File: src/hdl/frc_pkg.sv
// frc_pkg: opcodes, register field positions, reset values and timing for the
// flash register-access command logic; shared by design and bench.
package frc_pkg;
    localparam logic [7:0] OP_READ_STATUS_ONE = 8'h05;
    localparam logic [7:0] OP_READ_STATUS_TWO = 8'h07;
    localparam logic [7:0] OP_READ_CONFIG     = 8'h35;
    localparam logic [7:0] OP_BANK_READ       = 8'h16;
    localparam logic [7:0] OP_BANK_WRITE      = 8'h17;
    localparam logic [7:0] OP_BANK_ACCESS     = 8'hB9;
    localparam logic [7:0] OP_WRITE_REGS      = 8'h01;
    localparam logic [7:0] OP_WRITE_ENABLE    = 8'h06;

    localparam int SR1_WIP_BIT   = 0;
    localparam int SR1_WEL_BIT   = 1;
    localparam int SR1_EERR_BIT  = 5;
    localparam int SR1_PERR_BIT  = 6;
    localparam int SR1_STATUS_WRITE_DISABLE_BIT  = 7;
    localparam int CR_QUAD_BIT   = 1;
    localparam int BANK_EXT_BIT  = 7;

    localparam logic [7:0] SR1_RESET  = 8'h00;
    localparam logic [7:0] SR2_RESET  = 8'h00;
    localparam logic [7:0] CR_RESET   = 8'h00;
    localparam logic [7:0] BANK_RESET = 8'h00;
    // bits written by the register update: status_write_disable, bp2..bp0 (wip/wel/errors are hardware)
    localparam logic [7:0] SR1_WRITE_MASK = 8'h9C;

    localparam int CLK_PERIOD_NS   = 8;
    localparam int WRR_TIME_NS     = 2000;
    localparam int WRR_CYCLES      = (WRR_TIME_NS + CLK_PERIOD_NS - 1) / CLK_PERIOD_NS;
    localparam int BIT_COUNT_W     = 5;
    localparam logic [4:0] BITS_OPCODE   = 5'h08;
    localparam logic [4:0] BITS_ONE_BYTE = 5'h10;
    localparam logic [4:0] BITS_TWO_BYTE = 5'h18;

    typedef struct packed {
        logic sck;
        logic cs_n;
        logic si;
    } frc_spi_in_t;

    typedef struct packed {
        logic so;
        logic so_oe;
    } frc_spi_out_t;

    typedef struct packed {
        logic [7:0] status_one;
        logic [7:0] status_two;
        logic [7:0] config_reg;
        logic [7:0] bank_address;
    } frc_regs_t;
endpackage

File: src/hdl/frc_core.sv
// frc_core: serial flash register-access command interpreter.
// assumes sck, cs_n, si, wp_n arrive asynchronously and sck is well below i_sys_clk/4.
`timescale 1ns/1ps
module frc_core
(
    input  wire logic                 i_sys_clk,
    input  wire logic                 i_reset,
    input  wire frc_pkg::frc_spi_in_t i_spi,
    input  wire logic                 i_wp_n,
    input  wire logic                 i_update_fail_program,
    input  wire logic                 i_update_fail_erase,
    input  wire logic [2:0]           i_array_sector,
    input  wire logic                 i_array_op_req,
    output frc_pkg::frc_spi_out_t     o_spi,
    output frc_pkg::frc_regs_t        o_regs,
    output logic                      o_array_op_ok,
    output logic                      o_hw_protected,
    output logic [1:0]                o_three_byte_high
);
    import frc_pkg::*;

    typedef enum logic [4:0]
    {
        ST_OPCODE = 5'b00001,
        ST_READ   = 5'b00010,
        ST_WRITE  = 5'b00100,
        ST_BANKWR = 5'b01000,
        ST_IGNORE = 5'b10000
    } frc_state_t;

    // two-flop synchronisers; stage one is read only by stage two
    logic [3:0] sync_a;
    logic [3:0] sync_b;
    logic       sck_d;
    always_ff @(posedge i_sys_clk)
    begin
        sync_a <= {i_spi.sck, i_spi.cs_n, i_spi.si, i_wp_n};
        sync_b <= sync_a;
        sck_d  <= sync_b[3];
    end

    wire sck_s  = sync_b[3];
    wire cs_n_s = sync_b[2];
    wire si_s   = sync_b[1];
    wire wp_n_s = sync_b[0];
    wire sck_rise = sck_s & ~sck_d;
    wire sck_fall = ~sck_s & sck_d;

    logic [7:0]             status_one;
    logic [7:0]             status_two;
    logic [7:0]             config_reg;
    logic [7:0]             bank_address;
    logic [7:0]             shift_in;
    logic [7:0]             opcode;
    logic [7:0]             data_one;
    logic [7:0]             shift_out;
    logic [BIT_COUNT_W-1:0] bit_count;
    logic                   bank_open;
    logic                   cs_n_d;
    logic                   busy;
    logic [15:0]            busy_count;
    logic [7:0]             pend_sr1;
    logic [7:0]             pend_cr;
    logic                   pend_cr_en;
    logic                   hw_lock;
    logic                   so;
    logic                   so_oe;
    frc_state_t             state;
    frc_state_t             next_state;

    wire cs_rise = cs_n_s & ~cs_n_d;
    wire [7:0] next_shift = {shift_in[6:0], si_s};
    wire byte_done = sck_rise & (bit_count[2:0] == 3'h7);

    function automatic logic is_read_op(input logic [7:0] op);
        is_read_op = (op == OP_READ_STATUS_ONE) | (op == OP_READ_STATUS_TWO) |
                     (op == OP_READ_CONFIG) | (op == OP_BANK_READ);
    endfunction

    function automatic logic [7:0] read_source(input logic [7:0] op, input frc_regs_t r);
        case (op)
            OP_READ_STATUS_ONE: read_source = r.status_one;
            OP_READ_STATUS_TWO: read_source = r.status_two;
            OP_READ_CONFIG:     read_source = r.config_reg;
            default:            read_source = r.bank_address;
        endcase
    endfunction

    wire quad_on = config_reg[CR_QUAD_BIT];
    // quad mode repurposes the pin as data, so protection cannot hold
    wire hw_protect_now = status_one[SR1_STATUS_WRITE_DISABLE_BIT] & ~wp_n_s & ~quad_on;
    wire regs_writable = status_one[SR1_WEL_BIT] & ~hw_lock & ~busy;
    wire wrr_len_ok = (bit_count == BITS_ONE_BYTE) | (bit_count == BITS_TWO_BYTE);
    wire wrr_commit = cs_rise & (state == ST_WRITE) & wrr_len_ok & regs_writable;
    wire bank_commit = cs_rise & (state == ST_BANKWR) & (bit_count >= BITS_ONE_BYTE);
    wire write_enable_cmd_commit = cs_rise & (state == ST_IGNORE) & (bit_count == BITS_OPCODE) & (opcode == OP_WRITE_ENABLE);
    wire prefix_commit = cs_rise & (state == ST_IGNORE) & (bit_count == BITS_OPCODE) & (opcode == OP_BANK_ACCESS);
    wire done_pulse = busy & (busy_count == 16'h0001);

    frc_regs_t regs_now;
    assign regs_now = '{status_one, status_two, config_reg, bank_address};

    // opcode dispatch at the end of the first byte
    always_comb
    begin
        next_state = state;
        if (cs_n_s)
            next_state = ST_OPCODE;
        else if (state == ST_OPCODE && byte_done && bit_count == 5'h07)
        begin
            if (is_read_op(next_shift))
                next_state = ST_READ;
            else if (next_shift == OP_WRITE_REGS)
                next_state = bank_open ? ST_BANKWR : ST_WRITE;
            else if (next_shift == OP_BANK_WRITE)
                next_state = ST_BANKWR;
            else
                next_state = ST_IGNORE;
        end
    end

    always_ff @(posedge i_sys_clk)
    begin
        if (i_reset)
        begin
            state     <= ST_OPCODE;
            cs_n_d    <= 1'b1;
            bit_count <= '0;
            shift_in  <= 8'h00;
            opcode    <= 8'h00;
            data_one  <= 8'h00;
        end
        else
        begin
            state  <= next_state;
            cs_n_d <= cs_n_s;
            if (cs_n_s)
                bit_count <= '0;
            else if (sck_rise && bit_count != 5'h1F)
                bit_count <= bit_count + 5'h01;
            if (sck_rise && !cs_n_s)
                shift_in <= next_shift;
            if (byte_done && bit_count == 5'h07)
                opcode <= next_shift;
            if (byte_done && bit_count == 5'h0F)
                data_one <= next_shift;
        end
    end

    // read path: a fresh snapshot is taken at every byte boundary
    always_ff @(posedge i_sys_clk)
    begin
        if (i_reset)
        begin
            shift_out <= 8'h00;
            so        <= 1'b0;
            so_oe     <= 1'b0;
        end
        else
        begin
            if (state == ST_READ && !cs_n_s)
            begin
                so_oe <= 1'b1;
                if (sck_fall)
                begin
                    so        <= shift_out[7];
                    shift_out <= {shift_out[6:0], 1'b0};
                end
                if (byte_done)
                    shift_out <= read_source(opcode, regs_now);
            end
            else
            begin
                so_oe <= 1'b0;
                if (byte_done && bit_count == 5'h07)
                    shift_out <= read_source(next_shift, regs_now);
            end
        end
    end

    // prefix opens bank access; any following select cycle other than another prefix closes it
    always_ff @(posedge i_sys_clk)
    begin
        if (i_reset)
            bank_open <= 1'b0;
        else if (prefix_commit)
            bank_open <= 1'b1;
        else if (cs_rise)
            bank_open <= 1'b0;
    end

    always_ff @(posedge i_sys_clk)
    begin
        if (i_reset)
            bank_address <= BANK_RESET;
        else if (bank_commit && state == ST_BANKWR && opcode == OP_BANK_WRITE)
            bank_address <= data_one;
        else if (bank_commit)
            bank_address <= {bank_address[7:2], data_one[1:0]};
    end

    // protection latches once reached; the pin going high or quad mode releases it
    always_ff @(posedge i_sys_clk)
    begin
        if (i_reset)
            hw_lock <= 1'b0;
        else if (wp_n_s || quad_on)
            hw_lock <= 1'b0;
        else if (hw_protect_now)
            hw_lock <= 1'b1;
    end

    always_ff @(posedge i_sys_clk)
    begin
        if (i_reset)
        begin
            busy       <= 1'b0;
            busy_count <= 16'h0000;
            pend_sr1   <= 8'h00;
            pend_cr    <= 8'h00;
            pend_cr_en <= 1'b0;
        end
        else if (wrr_commit)
        begin
            busy       <= 1'b1;
            busy_count <= 16'(WRR_CYCLES);
            pend_sr1   <= data_one;
            pend_cr    <= shift_in;
            pend_cr_en <= (bit_count == BITS_TWO_BYTE);
        end
        else if (busy)
        begin
            busy_count <= busy_count - 16'h0001;
            if (done_pulse)
                busy <= 1'b0;
        end
    end

    wire fail_any = i_update_fail_program | i_update_fail_erase;

    always_ff @(posedge i_sys_clk)
    begin
        if (i_reset)
        begin
            status_one <= SR1_RESET;
            status_two <= SR2_RESET;
            config_reg <= CR_RESET;
        end
        else
        begin
            status_one[SR1_WIP_BIT] <= busy & ~done_pulse | wrr_commit;
            if (done_pulse)
            begin
                status_one[SR1_WEL_BIT] <= 1'b0;
                if (!fail_any)
                begin
                    status_one[7:2] <= (pend_sr1[7:2] & SR1_WRITE_MASK[7:2]) |
                                       (status_one[7:2] & ~SR1_WRITE_MASK[7:2]);
                    if (pend_cr_en)
                        config_reg <= pend_cr;
                end
                if (i_update_fail_program)
                    status_one[SR1_PERR_BIT] <= 1'b1;
                if (i_update_fail_erase)
                    status_one[SR1_EERR_BIT] <= 1'b1;
            end
            else if (write_enable_cmd_commit && !busy)
                status_one[SR1_WEL_BIT] <= 1'b1;
        end
    end

    // block protect: code n locks the top n eighths, code 7 locks all
    wire [2:0] bp_code = status_one[4:2];
    wire       sector_locked = (bp_code == 3'h7) | ((bp_code != 3'h0) & (i_array_sector >= (3'h7 - bp_code + 3'h1)));
    assign o_array_op_ok = i_array_op_req & ~sector_locked & status_one[SR1_WEL_BIT] & ~busy;

    assign o_spi.so          = so;
    assign o_spi.so_oe       = so_oe;
    assign o_regs            = regs_now;
    assign o_hw_protected    = hw_lock;
    assign o_three_byte_high = bank_address[BANK_EXT_BIT] ? 2'b00 : bank_address[1:0];

    a_wel_needed: assert property (@(posedge i_sys_clk) disable iff (i_reset)
        wrr_commit |-> $past(status_one[SR1_WEL_BIT]) || status_one[SR1_WEL_BIT])
        else $error("write accepted without latch");
    a_hw_lock_rejects: assert property (@(posedge i_sys_clk) disable iff (i_reset)
        hw_lock && !busy |=> !status_one[SR1_WIP_BIT])
        else $error("write started under protection");
    a_wip_follows: assert property (@(posedge i_sys_clk) disable iff (i_reset)
        wrr_commit |=> status_one[SR1_WIP_BIT] [*2])
        else $error("wip not raised");
    a_done_clears: assert property (@(posedge i_sys_clk) disable iff (i_reset)
        done_pulse |=> !status_one[SR1_WIP_BIT] && !status_one[SR1_WEL_BIT])
        else $error("completion did not clear wip and latch");
    a_ext_kept: assert property (@(posedge i_sys_clk) disable iff (i_reset)
        bank_commit && opcode == OP_WRITE_REGS |=> $stable(bank_address[7:2]))
        else $error("prefix write changed upper bank bits");
    a_bank_keeps_err: assert property (@(posedge i_sys_clk) disable iff (i_reset)
        bank_commit |=> status_one[SR1_PERR_BIT] == $past(status_one[SR1_PERR_BIT]))
        else $error("bank write moved error flag");
    a_prefix_closes: assert property (@(posedge i_sys_clk) disable iff (i_reset)
        cs_rise && !prefix_commit |=> !bank_open)
        else $error("bank access stayed open");
    a_lock_release: assert property (@(posedge i_sys_clk) disable iff (i_reset)
        hw_lock && !wp_n_s && !quad_on |=> hw_lock)
        else $error("protection released without pin");
    a_oe_idle: assert property (@(posedge i_sys_clk) disable iff (i_reset) cs_n_s && cs_n_d |-> !so_oe)
        else $error("output enabled while deselected");
    c_wrr_done: cover property (@(posedge i_sys_clk) disable iff (i_reset) done_pulse);
    c_bank_prefix: cover property (@(posedge i_sys_clk) disable iff (i_reset)
        bank_commit && opcode == OP_WRITE_REGS);
    c_read_stream: cover property (@(posedge i_sys_clk) disable iff (i_reset)
        state == ST_READ && byte_done);
endmodule

File: config.mk
export PLATFORM = sky130hd
export DESIGN_NAME = frc_core
export DESIGN_NICKNAME = d
export VERILOG_FILES = /design/src/hdl/frc_pkg.sv /design/src/hdl/frc_core.sv
export SDC_FILE = /design/constraint.sdc
export NUM_CORES = 1
export LEC_CHECK = 0
export BUFFER_PORTS_ARGS = -buffer_cell sky130_fd_sc_hd__buf_2
export CAP_MARGIN = 20
export CORE_ASPECT_RATIO = 0.75
export CORE_MARGIN = 2
export CORE_UTILIZATION = 44
export CTS_CLUSTER_DIAMETER = 150
export CTS_CLUSTER_SIZE = 16
export DETAILED_ROUTE_END_ITERATION = 8
export HOLD_SLACK_MARGIN = 0.05
export PLACE_DENSITY_LB_ADDON = 0.15
export SLEW_MARGIN = 20
export SYNTH_ARGS = -nofsm -noshare
export SYNTH_HDL_FRONTEND = slang
export SYNTH_SLANG_ARGS = --single-unit
File: constraint.sdc
create_clock -name i_sys_clk -period 2 [get_ports i_sys_clk]
set_input_delay 0.1 -clock i_sys_clk [delete_from_list [all_inputs] [get_ports i_sys_clk]]
set_output_delay 0.1 -clock i_sys_clk [all_outputs]
set_load 0.01 [all_outputs]
==> impl_metrics.py <==
metrics = {
    "outcome": {
        "status": "complete, but fails checks",
        "violations": "setup timing",
    },
    "worst_setup_path": {
        "crit_buf_inv": 1,
        "path_cells": "ha_4 > or4bb_4 > a211oi_4 > buf_6 > o21ai_4 > a2111oi_4 > nor4_1",
        "critPathArrivalTime_ns": 2.30,
        "crit_path_start_kind": "flop",
        "required_ns": 2.23,
        "critPathMaxStageDelay_ns": 0.47,
        "endpoint_kind": "flop",
        "critPathKind": "flop to flop",
        "rr_worst_depth": 7,
        "reg2reg_from": "bit_count[0]$_SDFFE_PP0P_",
        "crit_fanout": 4,
        "path_delay_family": "compound AO/OA/AOI/OAI gates",
        "ff2ff_setup_slack_ns": -0.08,
        "crit_slowest_cell": "or4bb_4",
        "r2r-end": "shift_out[2]$_SDFFE_PP0P_",
    },
    "drt": {
        "drt-pass1-iter-count": 5,
        "wl_per_cell_um": 17.6,
        "wirelength_mm": 14.6,
        "drc": 0,
        "via_count": 4622,
        "postRouteAntennaNets": 0,
        "drt_iter0_drc": 325,
        "vias_per_cell": 5.58,
    },
    "floorplan": {
        "ios": 50,
        "die_h_um": 97.6,
        "placementRows": 34,
        "initial_utilization": 0.448,
        "dieArea_mm2": 0.0126,
        "fp.dieW_um": 129,
        "fp.coreArea_mm2": 0.0115,
    },
    "timing": {
        "fmax_mhz": 482,
        "fin_ws_ns": -0.0753,
        "final-hold-violation-count": 0,
        "tns_ns": -0.0753,
        "rsz0062_at_grt": "yes",
        "finalMaxSlewViolations": 0,
        "min_period_ns": 2.08,
        "setup_viol": 1,
        "timing.final.crit_share": 1.04,
        "skew_ns": 0.00661,
        "relSlewSlack": 0.659,
        "worstMarginPinSlew_ns": 0.509,
        "whs_ns": 0.163,
    },
    "synthesis": {
        "synth.distinct_cells": 68,
        "syn_inst": 595,
        "synth_top_area_share": 0.424,
        "synthArstFlopShare": 0,
        "yosysWarnings": 0,
        "yosysTopAreaCell": "dfxtp_1",
        "synth_top_cells_by_count": "dfxtp_1, nor2_1, nand2_1",
        "synth_edf_count": 0,
        "synth.area.top_cells": "dfxtp_1, nor2_1, mux2i_1",
        "synth-seq-cells": 109,
        "avgSynthCellArea_um2": 8.64,
        "syn_area_mm2": 0.00514,
        "synth-seq-area-share": 0.424,
        "synthMostInstantiatedCell": "dfxtp_1",
        "synth_flop_cell": "dfxtp_1",
    },
    "placement": {
        "routabilityCongestion": 0.879,
        "portBuffers": 41,
        "dp_hpwl_mm": 10.3,
    },
    "job": {
        "maxCapViolCount": 0,
    },
    "worst_hold_path": {
        "worstHoldPathType": "primary input to flop",
        "holdPathEnd": "shift_out[0]$_SDFFE_PP0P_",
        "hold_start": "i_reset",
        "hold_path_depth": 2,
    },
    "final_layout": {
        "fillers": 1051,
        "nets": 705,
        "largest_reg_flops": 16,
        "drive_gt1_frac": 0.272,
        "n_antenna_cell": 0,
        "area_delta_synth_final_pct": 25.4,
        "largest_register": "busy_count",
    },
    "grt": {
        "antenna_found_initial": 0,
        "grt_pass1_wl_mm": 23.3,
        "grt_start_max_net_pins": 26,
        "grt_use_total": 0.235,
        "first_global_vias": 4428,
        "grt-ovfl-total": 0,
    },
    "cts": {
        "cts_sinks": 109,
        "worstSkewPairLatency_ns": 0.35,
        "cts.path.max_buffers": 2,
        "cts_tree": "yes",
        "h-tree-depth": 3,
        "root_buffer": "clkbuf_16",
        "numCtsBuffers": 9,
        "cts.clk_slew.worst_paths_ns": 0.07,
    },
    "power_and_ir_drop": {
        "power_leakage_nw": 2.49,
        "peakVddDrop_mv": 0.427,
        "cellPowerDensity_mw_per_mm2": 654,
    },
}
worst register-to-register path, delay by kind of cell (launching register included):
| kind | cells | cell delay (ns) |
|---|---|---|
| compound gates | 3 | 0.69 |
| simple gates | 2 | 0.57 |
| flops | 1 | 0.36 |
| buf+inv | 1 | 0.19 |
| fa+ha+maj | 1 | 0.14 |
cells by family after synthesis:
group                      Yosys count  synth area share
muxes                               28            0.0547
AOI/OAI and AO/OA                  118             0.151
and+or+nand+nor                    243             0.242
other                                1          0.000729
xor gates and xnor gates            15            0.0255
buffers and inverters               68            0.0705
adders and majority gates           13            0.0316
DFF                                109             0.424
metal layers:
layer | global-route usage | vias up | part of all wire
met5 | 0 | - | 0
met4 | 0.0527 | 0 | 0.011
met3 | 0.0534 | 19 | 0.057
met2 | 0.360 | 113 | 0.46
met1 | 0.338 | 2249 | 0.47
li1 | - | 2241 | -
final cells by class:
| cell class | count | area [um^2] | share of cell area |
|---|---|---|---|
| Inverter | 20 | 75.1 | 0.0116 |
| Clock inverter | 2 | 38.8 | 0.00601 |
| Clock buffer | 14 | 274 | 0.0425 |
| Timing Repair Buffer | 115 | 805 | 0.125 |
| Tap cell | 144 | 180 | 0.0279 |
| Sequential cell | 109 | 2190 | 0.340 |
| Multi-Input combinational cell | 425 | 2890 | 0.447 |
power breakdown:
part	leakage, nW	total [mW]	internal (mW)	switching [mW]
sequential	0.885	2.19	2.18	0.00999
combinational	1.46	0.136	0.0524	0.0839
clock	0.154	1.89	1.08	0.808
total	2.49	4.22	3.31	0.902
timing repair:
| action | 4_1_cts | 5_1_grt |
|---|---|---|
| pin swaps | 6 | 11 |
| buffers inserted | 4 | 5 |
| hold endpoints to repair | 6 | 0 |
| endpoints found under the setup margin | 15 | 30 |
| gates resized for setup | 15 | 35 |
| hold buffers | 6 | 0 |
metrics by stage:
stage | instance area (um^2) | std cells | worst slack (ns) | power, mW | util
global placement | 5770 | 798 | -0.123 | 2.36 | 0.502
floorplan | 5200 | 602 | 0.00260 | 2.33 | -
finish | 6450 | 829 | -0.0753 | 4.22 | 0.562
CTS | 6210 | 824 | -0.0280 | 4.22 | 0.540
global route | 6450 | 829 | -0.161 | 4.36 | 0.562
detailed placement | 5770 | 798 | -0.193 | 2.36 | 0.502
worst max-delay path by stage:
| stage | start | endpoint | slack [ns] | depth (start not counted) |
|---|---|---|---|---|
| 6_report | bit_count[0]$_SDFFE_PP0P_ | shift_out[2]$_SDFFE_PP0P_ | -0.08 | 7 |
| 5_1_grt | opcode[3]$_SDFFE_PP0P_ | shift_out[2]$_SDFFE_PP0P_ | -0.16 | 6 |
| 3_5_place_dp | bit_count[1]$_SDFFE_PP0P_ | shift_out[3]$_SDFFE_PP0P_ | -0.19 | 6 |
| 2_1_floorplan | bit_count[1]$_SDFFE_PP0P_ | shift_out[7]$_SDFFE_PP0P_ | 0.003 | 6 |
| 3_3_place_gp | bit_count[1]$_SDFFE_PP0P_ | shift_out[7]$_SDFFE_PP0P_ | -0.12 | 6 |
| 4_1_cts | bit_count[1]$_SDFFE_PP0P_ | shift_out[3]$_SDFFE_PP0P_ | -0.03 | 6 |
layout by cell type, fill, tap and decap left out, types with 5 or more instances in the layout:
| cell type | Yosys | final |
|---|---|---|
| conb_1 | 1 | 8 |
| ha_4 | 0 | 5 |
| nor3_1 | 9 | 9 |
| nand4_1 | 5 | 5 |
| buf_2 | 2 | 41 |
| a22oi_1 | 10 | 10 |
| or3b_2 | 7 | 7 |
| buf_4 | 12 | 65 |
| dlygate4sd3_1 | 0 | 6 |
| a211oi_1 | 9 | 6 |
| dfxtp_1 | 109 | 103 |
| ha_1 | 13 | 8 |
| inv_1 | 20 | 18 |
| dfxtp_2 | 0 | 5 |
| xnor2_1 | 11 | 11 |
| a21oi_1 | 51 | 49 |
| clkbuf_16 | 0 | 9 |
| nor2_1 | 74 | 73 |
| o21bai_1 | 5 | 5 |
| nand2_1 | 66 | 66 |
| nand2b_1 | 6 | 5 |
| nand3_1 | 21 | 21 |
| a31oi_1 | 6 | 5 |
| mux2i_1 | 27 | 27 |
| nor4_1 | 12 | 10 |
Power figures use the tool's default switching activity.
